[src/include/config_pin_pkg.sv]
// Constants, register map and timing for the configuration pin control block
`default_nettype none
package config_pin_pkg;
  // Clock rate and derived cycle counts
  localparam int CLK_FREQ_KHZ   = 10000;
  localparam int CLEAR_TIME_NS  = 10000;
  localparam int BUSY_TIME_NS   = 400;
  localparam int STROBE_TIME_NS = 300;
  localparam int CLEAR_CYCLES   = (CLEAR_TIME_NS * CLK_FREQ_KHZ + 999999) / 1000000;
  localparam int BUSY_CYCLES    = (BUSY_TIME_NS * CLK_FREQ_KHZ + 999999) / 1000000;
  localparam int STROBE_CYCLES  = (STROBE_TIME_NS * CLK_FREQ_KHZ + 999999) / 1000000;
  localparam int TIMER_W        = 8;

  // Register byte addresses
  localparam logic [7:0] ADDR_CTRL   = 8'h00;
  localparam logic [7:0] ADDR_LENGTH = 8'h04;
  localparam logic [7:0] ADDR_STATUS = 8'h08;
  localparam logic [7:0] ADDR_DATA   = 8'h0C;

  // Control fields
  localparam int CTRL_START_BIT = 0;
  localparam int CTRL_SCAN_BIT  = 1;
  localparam int CTRL_MODE_LSB  = 2;
  localparam logic [3:0]  CTRL_RESET   = 4'h0;
  localparam logic [15:0] LENGTH_RESET = 16'h0010;

  // Status fields
  localparam int STAT_DONE_BIT   = 0;
  localparam int STAT_READY_BIT  = 1;
  localparam int STAT_PHASE_LSB  = 2;
  localparam int STAT_COUNT_LSB  = 16;

  // Configuration modes
  localparam logic [1:0] MODE_ASYNC_PERIPH = 2'h0;
  localparam logic [1:0] MODE_SLAVE_PAR    = 2'h1;
  localparam logic [1:0] MODE_PROC_PORT    = 2'h2;
  localparam logic [1:0] MODE_MASTER_PAR   = 2'h3;

  typedef enum logic [1:0] {PH_CLEAR, PH_WAIT, PH_LOAD, PH_DONE} phase_type;
endpackage
`default_nettype wire

[src/logic/config_pin_control.sv]
// Configuration-time control pins with a Wishbone register slave
`default_nettype none
module config_pin_control
  import config_pin_pkg::*;
(
  // Clock and reset
  input  wire logic        clk_i,
  input  wire logic        rst_i,
  // Wishbone slave
  input  wire logic        wb_cyc_i,
  input  wire logic        wb_stb_i,
  input  wire logic        wb_we_i,
  input  wire logic [3:0]  wb_sel_i,
  input  wire logic [7:0]  wb_adr_i,
  input  wire logic [31:0] wb_dat_i,
  output logic      [31:0] wb_dat_o,
  output logic             wb_ack_o,
  // Host pins
  input  wire logic        select_active_low_i,
  input  wire logic        select_active_high_i,
  input  wire logic        write_n_i,
  input  wire logic        read_n_i,
  input  wire logic [7:0]  data_i,
  output logic             data_bit_seven_o,
  output logic             data_bit_seven_oe_o,
  output logic             handshake_o,
  output logic             handshake_oe_o,
  // Configuration status pins
  output logic             config_pending_high_o,
  output logic             config_pending_high_oe_o,
  output logic             config_pending_low_n_o,
  output logic             config_pending_low_n_oe_o,
  input  wire logic        wait_clear_n_i,
  output logic             wait_clear_n_o,
  output logic             wait_clear_n_oe_o,
  // Core side
  output logic             scan_enable_o,
  output logic [7:0]       cfg_byte_o,
  output logic             cfg_byte_valid_o
);

  localparam int SYNC_W = 13;

  function automatic logic is_selected(input logic sel_lo, input logic sel_hi);
    return !sel_lo && sel_hi;
  endfunction

  logic [SYNC_W-1:0]  sync1_q;
  logic [SYNC_W-1:0]  sync2_q;
  logic               write_prev_q;
  phase_type          phase_q;
  logic [3:0]         ctrl_q;
  logic [15:0]        length_q;
  logic [15:0]        count_q;
  logic [TIMER_W-1:0] busy_q;
  logic [TIMER_W-1:0] strobe_q;
  logic [7:0]         byte_q;
  logic               byte_valid_q;
  logic               ack_q;
  logic [31:0]        rdata_q;

  logic       pin_sel_lo;
  logic       pin_sel_hi;
  logic       pin_write_n;
  logic       pin_read_n;
  logic       pin_wait_n;
  logic [7:0] pin_data;
  logic [1:0] mode;
  logic       master;
  logic       selected;
  logic       ready;
  logic       byte_take;
  logic       strobe_start;
  logic       loading;
  logic       wb_req;

  // Two-stage synchronisers; only the second stage is read
  always_ff @(posedge clk_i)
  begin
    if (rst_i)
    begin
      sync1_q <= {SYNC_W{1'b1}};
      sync2_q <= {SYNC_W{1'b1}};
    end
    else
    begin
      sync1_q <= {select_active_low_i, select_active_high_i, write_n_i, read_n_i,
                  wait_clear_n_i, data_i};
      sync2_q <= sync1_q;
    end
  end

  assign pin_sel_lo  = sync2_q[12];
  assign pin_sel_hi  = sync2_q[11];
  assign pin_write_n = sync2_q[10];
  assign pin_read_n  = sync2_q[9];
  assign pin_wait_n  = sync2_q[8];
  assign pin_data    = sync2_q[7:0];

  assign mode     = ctrl_q[CTRL_MODE_LSB +: 2];
  assign master   = (mode == MODE_MASTER_PAR);
  assign loading  = (phase_q == PH_LOAD);
  assign selected = is_selected(pin_sel_lo, pin_sel_hi);
  assign ready    = loading && !master && (busy_q == '0);

  // A byte is taken on the write falling edge, or at the end of a read strobe
  assign byte_take = loading && (master ? (strobe_q == TIMER_W'(1)) :
                     (selected && write_prev_q && !pin_write_n && ready));
  assign strobe_start = loading && master && (strobe_q == '0) && (busy_q == '0) &&
                        (count_q < length_q);

  always_ff @(posedge clk_i)
  begin
    if (rst_i)
      write_prev_q <= 1'b1;
    else
      write_prev_q <= pin_write_n;
  end

  // Phase sequencing; busy timer doubles as the clearing timer
  always_ff @(posedge clk_i)
  begin
    if (rst_i)
    begin
      phase_q <= PH_CLEAR;
      busy_q  <= TIMER_W'(CLEAR_CYCLES);
    end
    else
    begin
      case (phase_q)
        PH_CLEAR:
        begin
          if (busy_q == '0)
            phase_q <= PH_WAIT;
          else
            busy_q <= busy_q - TIMER_W'(1);
        end
        PH_WAIT:
        begin
          if (pin_wait_n && ctrl_q[CTRL_START_BIT])
            phase_q <= PH_LOAD;
        end
        PH_LOAD:
        begin
          if (byte_take)
            busy_q <= TIMER_W'(BUSY_CYCLES);
          else if (busy_q != '0)
            busy_q <= busy_q - TIMER_W'(1);
          else if (strobe_q == '0 && count_q >= length_q)
            phase_q <= PH_DONE;
        end
        PH_DONE:
          busy_q <= '0;
        default:
          phase_q <= PH_CLEAR;
      endcase
    end
  end

  // Read strobe toward memory, active low while the counter runs
  always_ff @(posedge clk_i)
  begin
    if (rst_i)
      strobe_q <= '0;
    else if (strobe_start)
      strobe_q <= TIMER_W'(STROBE_CYCLES);
    else if (strobe_q != '0)
      strobe_q <= strobe_q - TIMER_W'(1);
  end

  // Byte capture
  always_ff @(posedge clk_i)
  begin
    if (rst_i)
    begin
      count_q      <= '0;
      byte_q       <= 8'h00;
      byte_valid_q <= 1'b0;
    end
    else
    begin
      byte_valid_q <= byte_take;
      if (byte_take)
      begin
        count_q <= count_q + 16'h0001;
        byte_q  <= pin_data;
      end
    end
  end

  // Wishbone slave, one wait state
  assign wb_req = wb_cyc_i && wb_stb_i;

  always_ff @(posedge clk_i)
  begin
    if (rst_i)
      ack_q <= 1'b0;
    else
      ack_q <= wb_req && !ack_q;
  end

  always_ff @(posedge clk_i)
  begin
    if (rst_i)
    begin
      ctrl_q   <= CTRL_RESET;
      length_q <= LENGTH_RESET;
    end
    else if (wb_req && wb_we_i && ack_q)
    begin
      if (wb_adr_i == ADDR_CTRL && wb_sel_i[0])
        ctrl_q <= wb_dat_i[3:0];
      if (wb_adr_i == ADDR_LENGTH && wb_sel_i[0])
        length_q[7:0] <= wb_dat_i[7:0];
      if (wb_adr_i == ADDR_LENGTH && wb_sel_i[1])
        length_q[15:8] <= wb_dat_i[15:8];
    end
  end

  always_ff @(posedge clk_i)
  begin
    if (rst_i)
      rdata_q <= 32'h00000000;
    else if (wb_req && !ack_q)
    begin
      case (wb_adr_i)
        ADDR_CTRL:   rdata_q <= {28'h0000000, ctrl_q};
        ADDR_LENGTH: rdata_q <= {16'h0000, length_q};
        ADDR_STATUS: rdata_q <= {count_q, 12'h000, 2'(phase_q), ready,
                                 phase_q == PH_DONE};
        ADDR_DATA:   rdata_q <= {24'h000000, byte_q};
        default:     rdata_q <= 32'h00000000;
      endcase
    end
  end

  assign wb_ack_o = ack_q;
  assign wb_dat_o = rdata_q;

  // Pin drive; every configuration pin is released once done
  assign handshake_o               = master ? (strobe_q == '0) : ready;
  assign handshake_oe_o            = loading;
  assign data_bit_seven_o          = ready;
  assign data_bit_seven_oe_o       = loading && mode == MODE_ASYNC_PERIPH && selected &&
                                     !pin_read_n;
  assign config_pending_high_o     = (phase_q != PH_DONE);
  assign config_pending_high_oe_o  = (phase_q != PH_DONE);
  assign config_pending_low_n_o    = (phase_q == PH_DONE);
  assign config_pending_low_n_oe_o = (phase_q != PH_DONE);
  assign wait_clear_n_o            = 1'b0;
  assign wait_clear_n_oe_o         = (phase_q == PH_CLEAR);
  // Scan stays usable during configuration so the test port can load too
  assign scan_enable_o             = (phase_q != PH_DONE) || ctrl_q[CTRL_SCAN_BIT];
  assign cfg_byte_o                = byte_q;
  assign cfg_byte_valid_o          = byte_valid_q;
endmodule
`default_nettype wire

[config.mk]
export PLATFORM = sky130hd
export DESIGN_NAME = config_pin_control
export DESIGN_NICKNAME = d
export VERILOG_FILES = /design/src/include/config_pin_pkg.sv /design/src/logic/config_pin_control.sv
export SDC_FILE = /design/constraint.sdc
export NUM_CORES = 1
export LEC_CHECK = 0
export BUFFER_PORTS_ARGS = -buffer_cell sky130_fd_sc_hd__buf_4
export CAP_MARGIN = 20
export CELL_PAD_IN_SITES_DETAIL_PLACEMENT = 0
export CELL_PAD_IN_SITES_GLOBAL_PLACEMENT = 2
export CORE_ASPECT_RATIO = 0.8
export CORE_UTILIZATION = 35
export CTS_CLUSTER_DIAMETER = 60
export DETAILED_ROUTE_END_ITERATION = 8
export HOLD_SLACK_MARGIN = 0.08
export PLACE_DENSITY_LB_ADDON = 0.1
export REMOVE_ABC_BUFFERS = 1
export SETUP_SLACK_MARGIN = 0.4
export SLEW_MARGIN = 15
export SYNTH_ARGS = -nofsm -noshare
export SYNTH_HDL_FRONTEND = slang
export SYNTH_SLANG_ARGS = --single-unit
[constraint.sdc]
create_clock -name clk_i -period 4 [get_ports clk_i]
set_input_delay 0.2 -clock clk_i [delete_from_list [all_inputs] [get_ports clk_i]]
set_output_delay 0.2 -clock clk_i [all_outputs]
set_load 0.01 [all_outputs]
==> results of run 1 <==
timing repair:
item | in CTS | in global routing
hold buffers | 29 | 0
gates resized for setup | 0 | 0
hold endpoints to repair | 33 | 0
cell families (layout without fill, tap and decap cells):
family,Yosys count,in the layout
AND/OR/NAND/NOR,240,240
flip-flops,123,123
AO/OA/AOI/OAI,106,106
buffers and inverters,61,188
adder cells (fa/ha/maj),26,26
multiplexers,24,24
XOR/XNOR,14,14
other,1,1
sequential cells by signal (all words and copies together) (netlist names):
register,flops
phase_q,2
length_q,16
sync2_q,13
busy_q,8
cfg_byte_o,8
write_prev_q,1
ctrl_q,4
cfg_byte_valid_o,1
wb_dat_o,32
strobe_q,8
sync1_q,13
count_q,16
wb_ack_o,1
critical path: stages, from the launching register on:
cell	delay, ps
dfxtp_1	320
inv_1	120
ha_1	150
nor3b_1	400
nand2_1	230
o21ai_4	450
and2_2	450
a211oi_1	130
mux2_2	290
power by group through the flow:
| stage | logic, mW | registers, mW | clock network, mW |
|---|---|---|---|
| finish | 0.449 | 1.37 | 1.64 |
| global route | 0.509 | 1.38 | 1.74 |
| CTS | 0.454 | 1.37 | 1.68 |
| detailed placement | 0.426 | 1.39 | 0 |
| global placement | 0.420 | 1.39 | 0 |
| floorplan | 0.301 | 1.38 | 0 |
worst min-delay path by stage:
stage | slack [ps] | start | end
floorplan | 270 | rst_i | busy_q[0]$_SDFFE_PP0P_
global placement | 380 | read_n_i | sync1_q[9]$_SDFF_PP1_
detailed placement | 390 | data_i[2] | sync1_q[2]$_SDFF_PP1_
CTS | 170 | rst_i | ctrl_q[0]$_SDFFE_PP0P_
global route | 190 | rst_i | ctrl_q[0]$_SDFFE_PP0P_
finish | 180 | rst_i | ctrl_q[0]$_SDFFE_PP0P_
per-layer routing:
layer | wire length [um] | track usage, % | share of wire [%]
met3 | 511 | 5.29 | 3.7
met5 | 0 | 0 | 0
met4 | 164 | 5.79 | 1.2
met2 | 6420 | 30.3 | 46
met1 | 6790 | 23.9 | 49
layout make-up:
type	instances	area (sq um)	area share, %
tap	189	236	3.33
clock buffer	19	443	6.24
multi-input combinational	411	2630	37.0
clock inverter	13	189	2.66
sequential	123	2460	34.7
timing repair buffer	127	1030	14.5
inverter	29	109	1.53
cells in the final DEF, fill, tap and decap left out, drive strengths merged, types with 14 or more instances in the layout:
cell type / synthesis / routed
nand3: 17 / 17
a21oi: 44 / 44
buf: 10 / 98
nor2: 69 / 69
nand4: 14 / 14
nand2: 57 / 57
clkbuf: 22 / 19
o21ai: 17 / 17
ha: 26 / 26
inv: 29 / 31
a22oi: 19 / 19
or2: 28 / 28
mux2i: 20 / 20
dlygate4sd3: 0 / 29
dfxtp: 123 / 123
per-stage QoR:
step,cell area (sq um),worst slack (ps),instances,hold slack (ps),utilization (%)
floorplan,5200,1680,563,269,-
global placement,6170,1390,850,384,41.2
detailed placement,6170,1360,850,386,41.2
CTS,7090,1360,911,169,47.4
global route,7090,1170,911,192,47.4
finish,7090,1350,911,182,47.4
==> results by group, run 1 <==
Floorplanning
  – Initial Util: 35.7%
  – Die W: 140 um
  – Core Region: 15000 sq um
  – Die area: 15800 sq um
  – FP Rows: 40
  – Io pins: 115
  – Die Ht: 113 um

Power
  – Clk pwr share: 47.5%
  – Combinational share of power: 13.0%
  – Pwr Total: 3.46 mW
  – Net switching power: 0.883 mW
  – Leak: 2.86 nW
  – Maximum vdd drop: 262 uV
  – Switching Share: 25.5%
  – Pint: 2.57 mW
  – Register share of total power: 39.5%
  – PD cells: 487 nW/um^2

Clock network
  – Clk root buf: clkbuf_16
  – Clock Latency Late Sink: 420 ps
  – CTS sink cnt: 123
  – Max clock buf depth: 2
  – Clock slew at reported path FFs: 60 ps
  – CTS tree: done
  – Total CTS buffers: 17
  – H-Tree Depth: 4
  – Postcts setup bufs: 0

Hold path
  – Worst min path class: primary input to flip-flop
  – Hold path cells: 2

STA
  – Max Freq: 0.377 GHz
  – Clock Skews: 10.4 ps
  – Tmin final: 2650 ps
  – Final setup vio count: 0
  – Least-Margin Pin Slew: 1090 ps
  – Setup TNS: 0 ps
  – Final hold viol count: 0
  – RSZ-0062 raised after global routing: false
  – Crit share post-route: 66.3%
  – Slew margin rel.: 27.4%
  – Pins Over Slew Limit: 0

Cells and area
  – Share of cells above drive strength 1: 23.7%
  – Antenna cells: 0
  – FILL cells: 1449
  – P&R area growth vs syn: 32.7%
  – Fin nets: 797

Logic synthesis
  – Yosys synthesis warning count: 0
  – Top-count cell post-synth: dfxtp_1
  – Mux share of post-synthesis cell area: 5.29%
  – Post-synthesis sequential element count: 123
  – Number of synthesized flops with an enable pin: 0
  – Post-synthesis simple-gate area fraction: 22.9%
  – Avg Cell Area, Syn: 8.98 sq um
  – Yosys cell types: 57
  – Largest family of logic cells by synthesized area: simple AND/OR/NAND/NOR gates
  – Asr flop ratio synth: 0%
  – Seq/Total Area, Yosys: 46.1%
  – Yosys top cell area share: 46.1%
  – Gate Count Post-Synth: 595
  – Top cells by count, synth: 123 x dfxtp_1, 69 x nor2_1, 57 x nand2_1
  – Compound-Gate Fraction of Synth Area: 12.5%
  – Area leader, netlist: dfxtp_1
  – Post-Synth Adder-Cell Area: 6.09%
  – Top_reg_cell synth: dfxtp_1
  – Ranking of synthesized cells by area: dfxtp_1 46%, ha_1 6.1%, nor2_1 4.8%
  – Post-Synth XOR/XNOR Area: 2.29%
  – Synthesized area: 5340 sq um

Route
  – WL/cell: 15.2 um
  – DRC: 0
  – Vias: 4534
  – Vias/cell: 4.98
  – ANT nets after route: 0
  – First-pass iteration count of the detailed router: 4
  – Wirelength, routed: 13.9 mm
  – DRT iter0 DRCs: 202

Status
  – Status: finished, final reports clean

Global routing
  – First-pass GRT wire length: 22.7 mm
  – Largest net degree at the start of global routing: 93
  – Aggregate global-route resource usage: 18.6%
  – Vias in the first global route: 4509
  – Antenna violations before repair: 0
  – GRT overflow: 0

Critical path
  – WP data required: 4300 ps
  – Worst r2r path cells: 8
  – Worst Setup EP: phase_q[0]$_SDFFE_PP0P_
  – R2r startpoint: busy_q[0]$_SDFFE_PP0P_
  – Critical path class: flip-flop to flip-flop
  – Reg2reg setup slack: 1350 ps
  – Crit path max fanout: 12
  – Critical path endpoint category: flip-flop
  – Reg2Reg Capture Point: phase_q[0]$_SDFFE_PP0P_
  – Worst EP arrival: 2960 ps
  – Startpoint types: flip-flop
  – Crit path from: busy_q[0]$_SDFFE_PP0P_

Placed design
  – Gpl congestion: 0.755
  – DP Wirelength: 9.49 mm
  – Count of input and output buffers: 95

Job
  – Maxcap violations: 0
Power figures use the tool's default switching activity.
==> run 2: changes to the inputs <==
- CORE_UTILIZATION: 35 -> 29
- clock period: 4 -> 2.3 ns (I/O delays scaled with it)
==> run 2 against run 1 <==
Effect of this change: final cell count grew 12%; critical endpoint unchanged; global-route usage down 1.5 points; routed wire length rose by 12%.
==> results by group, run 2 (synthesized netlist as in run 1, its figures left out) <==
Floorplanning
  – Die W: 154 um (+9.7%)
  – Die area: 19000 sq um (+20%)
  – Io pins: 115 (unchanged)
  – Core Region: 18100 sq um (+21%)
  – Die Ht: 123 um (+9.7%)
  – Initial Util: 29.5% (-6.2 points)
  – FP Rows: 44 (+10%)

STA
  – Max Freq: 0.438 GHz (+16%)
  – Final hold viol count: 0 (unchanged)
  – Tmin final: 2280 ps (-370 ps)
  – Final setup vio count: 0 (unchanged)
  – Pins Over Slew Limit: 0 (unchanged)
  – Clock Skews: 7.90 ps (-2.55 ps)
  – RSZ-0062 raised after global routing: true
  – Least-Margin Pin Slew: 597 ps (-491 ps)
  – Slew margin rel.: 60.2% (+33 points)
  – Crit share post-route: 99.2% (+33 points)
  – Setup TNS: 0 ps (unchanged)

Route
  – ANT nets after route: 0 (unchanged)
  – Met2 wire length: 7.45 mm (+16%)
  – Max layer used: met4
  – DRC: 0 (unchanged)
  – Vias: 4852 (+7.0%)
  – First-pass iteration count of the detailed router: 4 (unchanged)
  – Wire length on met1: 7.47 mm (+10%)
  – DRT iter0 DRCs: 145 (-28%)
  – Wirelength, routed: 15.5 mm (+12%)
  – Vias/cell: 4.75 (-4.6%)
  – WL/cell: 15.2 um (-0.27%)
  – DR WL met3: 507 um (-0.78%)

Critical path
  – Worst EP arrival: 2580 ps (-380 ps)
  – Crit path max fanout: 2 (-10)
  – Reg2reg setup slack: 20 ps (-1330 ps)
  – Critical path endpoint category: flip-flop
  – Crit path from: length_q[11]$_SDFFE_PP0P_
  – WP data required: 2600 ps (-1700 ps)
  – Critical path class: flip-flop to flip-flop
  – Worst r2r path cells: 8 (unchanged)
  – Startpoint types: flip-flop
  – Reg2Reg Capture Point: phase_q[0]$_SDFFE_PP0P_
  – Worst Setup EP: phase_q[0]$_SDFFE_PP0P_
  – R2r startpoint: length_q[11]$_SDFFE_PP0P_

Power
  – Pwr Total: 6.14 mW (+78%)
  – PD cells: 753 nW/um^2 (+55%)
  – Leak: 3.29 nW (+15%)
  – Maximum vdd drop: 360 uV (+37%)

Cells and area
  – Fin nets: 867 (+8.8%)
  – P&R area growth vs syn: 52.5%
  – Antenna cells: 0 (unchanged)
  – Most common cell after layout, fill and taps aside: buf_4
  – Most frequent cells in the layout: 149 x buf_4, 113 x dfxtp_1, 67 x nor2_1
  – Max reg flops: 32 (unchanged)
  – Cell area after layout: 8150 sq um (+15%)
  – Share of cells above drive strength 1: 40.2% (+16 points)
  – Final non-filler cell total: 1022 (+12%)
  – FILL cells: 1806 (+25%)

Global routing
  – Largest net degree at the start of global routing: 56 (-40%)
  – Antenna violations before repair: 0 (unchanged)
  – First-pass GRT wire length: 25.0 mm (+10%)
  – GRT overflow: 0 (unchanged)
  – Vias in the first global route: 4843 (+7.4%)
  – Aggregate global-route resource usage: 17.1% (-1.5 points)

Job
  – Maxcap violations: 0 (unchanged)

Clock network
  – Clk root buf: clkbuf_16
  – Max clock buf depth: 2 (unchanged)
  – CTS tree: done
  – CTS sink cnt: 123 (unchanged)
  – Clock Latency Late Sink: 410 ps (about the same)
  – H-Tree Depth: 4 (unchanged)
  – Clock slew at reported path FFs: 60 ps (about the same)
  – Total CTS buffers: 17 (unchanged)

Hold path
  – Hold_sp: wb_adr_i[2]
  – Worst min path class: primary input to flip-flop

Placed design
  – Cells after DPL: 936 (+10%)
  – Area post-placement: 6570 sq um (+6.5%)
  – Count of input and output buffers: 95 (unchanged)
  – DP Wirelength: 10.8 mm (+14%)
  – Gpl congestion: 0.781 (+3.4%)

Status
  – Status: finished, final reports clean
run 2: report_power, final:
part | switching [mW] | leakage [nW] | internal [mW]
Sequential | 0.137 | 1.00 | 2.26
Clock | 1.03 | 0.279 | 1.74
Combinational | 0.468 | 2.01 | 0.504
Total | 1.63 | 3.29 | 4.51
run 2: worst max-delay path, cell delays in order, from the launching register on:
cell and delay [ps]:
dfxtp_2 330, inv_2 50, ha_4 250, nand4_1 150, or4_4 550, a21oi_4 170, nor4b_4 70, a211oi_2 260
mux2_4 330
run 2: metal layers:
| metal | global-route usage (%) | vias up |
|---|---|---|
| met5 | 0 | - |
| met4 | 4.44 | 0 |
| met2 | 29.1 | 71 |
| met1 | 21.5 | 2342 |
| li1 | - | 2431 |
| met3 | 4.73 | 8 |
run 2: per-stage QoR:
stage / worst slack [ps] / hold slack [ps] / utilization (%)
floorplan: -20.3 / 184 / -
global placement: -81.0 / 300 / 36.3
detailed placement: -137 / 303 / 36.3
CTS: 56.2 / 105 / 43.0
global route: -63.5 / 150 / 45.0
finish: 17.7 / 125 / 45.0
run 2: final cells by class:
type | instances | area (sq um) | share of cell area, %
Inverter | 29 | 109 | 1.34
Clock buffer | 19 | 443 | 5.43
Clock inverter | 13 | 166 | 2.04
Sequential cell | 123 | 2470 | 30.4
Timing Repair Buffer | 197 | 1650 | 20.3
Tap cell | 230 | 288 | 3.53
Multi-Input combinational cell | 411 | 3020 | 37.0
run 2: worst min path at each step:
stage,end,depth (start not counted)
global route,wb_dat_o[4]$_SDFFE_PP0P_,3
finish,wb_dat_o[5]$_SDFFE_PP0P_,3
CTS,wb_dat_o[5]$_SDFFE_PP0P_,3
global placement,sync1_q[10]$_SDFF_PP1_,2
floorplan,busy_q[0]$_SDFFE_PP0P_,1
detailed placement,sync1_q[10]$_SDFF_PP1_,2
run 2: what timing repair did:
action                                 4_1_cts  5_1_grt
gates cloned                                 1        0
gates resized for setup                     53       68
endpoints found under the hold margin       33        0
pin swaps                                   21       29
hold buffers                                29        0
buffers inserted                            10       14
setup endpoints to repair                   40       39
==> run 3: changes to the inputs <==
- PLACE_DENSITY: default -> 0.72
- PLACE_DENSITY_LB_ADDON: 0.1 -> default
- SKIP_LAST_GASP: default -> 1
==> run 3 against run 2 <==
Effect of this change: the run now ends with design-rule violations left; first-iteration DRC count rose by 28%; maximum frequency rose by 0.52%; clock-buffer cell count rose by 2; critical path type unchanged; final area rose by 0.97%; highest routed layer unchanged; utilization rose by 0.44 points; register-to-register slack barely moved; sequential cell count did not move.
==> results by group, run 3 (synthesized netlist as in run 1, its figures left out) <==
Status
  – Status: finished with violations
  – Failing checks: design-rule violations

Critical path
  – WP data required: 2600 ps (about the same)
  – Critical path class: flip-flop to flip-flop
  – Critical path endpoint category: flip-flop
  – Worst EP arrival: 2570 ps (about the same)
  – Crit path max fanout: 2 (unchanged)
  – Startpoint types: flip-flop

Route
  – Vias/cell: 4.76 (+0.21%)
  – First-pass iteration count of the detailed router: 7 (+3)
  – ANT nets after route: 0 (unchanged)
  – DRC: 2 (+2)
  – DRT iter0 DRCs: 186 (+28%)
  – WL/cell: 15.2 um (about the same)
  – Vias: 4867 (+0.31%)
  – Wirelength, routed: 15.5 mm (about the same)

Clock network
  – Total CTS buffers: 17 (unchanged)
  – Clock Latency Late Sink: 410 ps (about the same)
  – H-Tree Depth: 4 (unchanged)
  – Clk root buf: clkbuf_16
  – Max clock buf depth: 2 (unchanged)
  – Clock slew at reported path FFs: 60 ps (about the same)
  – CTS sink cnt: 123 (unchanged)
  – CTS tree: done

Cells and area
  – Fin nets: 868 (+0.12%)
  – Max reg flops: 32 (unchanged)
  – Most common cell after layout, fill and taps aside: buf_4
  – Most frequent cells in the layout: 146 x buf_4, 107 x dfxtp_1, 67 x nor2_1
  – Share of cells above drive strength 1: 41.4% (+1.2 points)
  – P&R area growth vs syn: 54.0%
  – Antenna cells: 0 (unchanged)
  – Cell area after layout: 8230 sq um (+0.97%)

Floorplanning
  – Core Region: 18100 sq um (unchanged)
  – Die W: 154 um (unchanged)
  – Io pins: 115 (unchanged)
  – Die area: 19000 sq um (unchanged)
  – Initial Util: 29.5% (unchanged)
  – FP Rows: 44 (unchanged)
  – Die Ht: 123 um (unchanged)

Global routing
  – GRT overflow: 0 (unchanged)
  – Vias in the first global route: 4824 (-0.39%)
  – Antenna violations before repair: 0 (unchanged)
  – First-pass GRT wire length: 24.6 mm (-1.9%)
  – Largest net degree at the start of global routing: 57 (+1.8%)
  – Aggregate global-route resource usage: 17.0% (-0.19 points)

STA
  – Least-Margin Pin Slew: 599 ps (+2.30 ps)
  – Crit share post-route: 98.7% (-0.51 points)
  – Max Freq: 0.440 GHz (+0.52%)
  – Slew margin rel.: 60.1% (-0.15 points)
  – Tmin final: 2270 ps (-11.8 ps)
  – Final setup vio count: 0 (unchanged)
  – RSZ-0062 raised after global routing: true
  – Final hold viol count: 0 (unchanged)
  – Worst Setup Slack, final: 29.5 ps (+11.8 ps)
  – Pins Over Slew Limit: 0 (unchanged)
  – Min Hold Slack: 113 ps (-12.8 ps)
  – Clock Skews: 8.86 ps (+0.966 ps)

Job
  – Maxcap violations: 0 (unchanged)

Placed design
  – Count of input and output buffers: 95 (unchanged)
  – DP Wirelength: 10.6 mm (-2.0%)
  – Area post-placement: 6570 sq um (about the same)
  – Gpl congestion: 0.766 (-1.9%)
  – DP Worst Slack: -138 ps (-1.53 ps)

Power
  – Maximum vdd drop: 430 uV (+19%)
  – Leak: 3.34 nW (+1.5%)
  – PD cells: 738 nW/um^2 (-2.0%)

Hold path
  – Worst min path class: primary input to flip-flop
==> run 3: changes by cell type in the layout (fill, tap and decap cells not counted), sizes merged <==
cell / change
clkinv: +5
buf: +1
clkinvlp: -5
inv: -2
clkbuf: +2
==> run 3: stage by stage <==
stage / cells / power, mW / setup TNS [ps] / util [%]
after detailed placement: 937 / 3.23 / -139 / 36.3
after floorplan: 563 / 2.92 / -20.3 / -
final: 1023 / 6.08 / 0 / 45.4
after global placement: 937 / 3.21 / -114 / 36.3
after CTS: 1016 / 6.11 / 0 / 43.6
after global routing: 1023 / 6.37 / -82.9 / 45.4
==> run 3: power by group <==
part / switching, mW / internal [mW]
logic: 0.479 / 0.506
registers: 0.135 / 2.26
clock network: 0.964 / 1.73
total: 1.58 / 4.50
==> run 3: final cells by class <==
type                    instances  area (sq um)
flip-flops and latches        123          2480
repair buffers                198          1680
clock buffers                  21           450
fillers                      1747          9880
inverters                      29           111
well taps                     230           288
clock inverters                11           144
multi-input cells             411          3080
==> run 3: what timing repair did <==
action | 4_1_cts | 5_1_grt
hold buffers | 29 | 0
pin swaps | 30 | 37
gates cloned | 1 | 0
hold endpoints to repair | 33 | 0
buffers inserted | 17 | 7
endpoints found under the setup margin | 38 | 39
gates resized for setup | 70 | 65
==> run 3: worst max-delay path: stages, from the launching register on <==
cell,delay (ps)
dfxtp_2,320
inv_1,60
ha_4,260
nand4_1,150
or4_4,480
a21oi_4,150
nor4b_2,70
a211oi_1,230
buf_4,150
mux2_4,280
==> run 3: path summary, 6_finish.rpt <==
check / from / endpoint / slack [ps] / cells past startpoint
worst max register to register: length_q[10]$_SDFFE_PP0P_ / phase_q[0]$_SDFFE_PP0P_ / 30 / 9
worst max-delay path: length_q[10]$_SDFFE_PP0P_ / phase_q[0]$_SDFFE_PP0P_ / 30 / 9
worst min-delay path: rst_i / cfg_byte_valid_o$_SDFF_PP0_ / 110 / 2
worst min register to register: sync1_q[5]$_SDFF_PP1_ / sync2_q[5]$_SDFF_PP1_ / 400 / 1
==> run 3: per-layer routing <==
| metal | share of wire [%] | track usage (%) | vias up | wire length (um) |
|---|---|---|---|---|
| met5 | 0 | 0 | - | 0 |
| met4 | 0.63 | 5.13 | 0 | 98 |
| met3 | 3.8 | 4.63 | 4 | 591 |
| met2 | 49 | 29.0 | 88 | 7600 |
| met1 | 47 | 20.9 | 2344 | 7260 |
| li1 | - | - | 2431 | - |
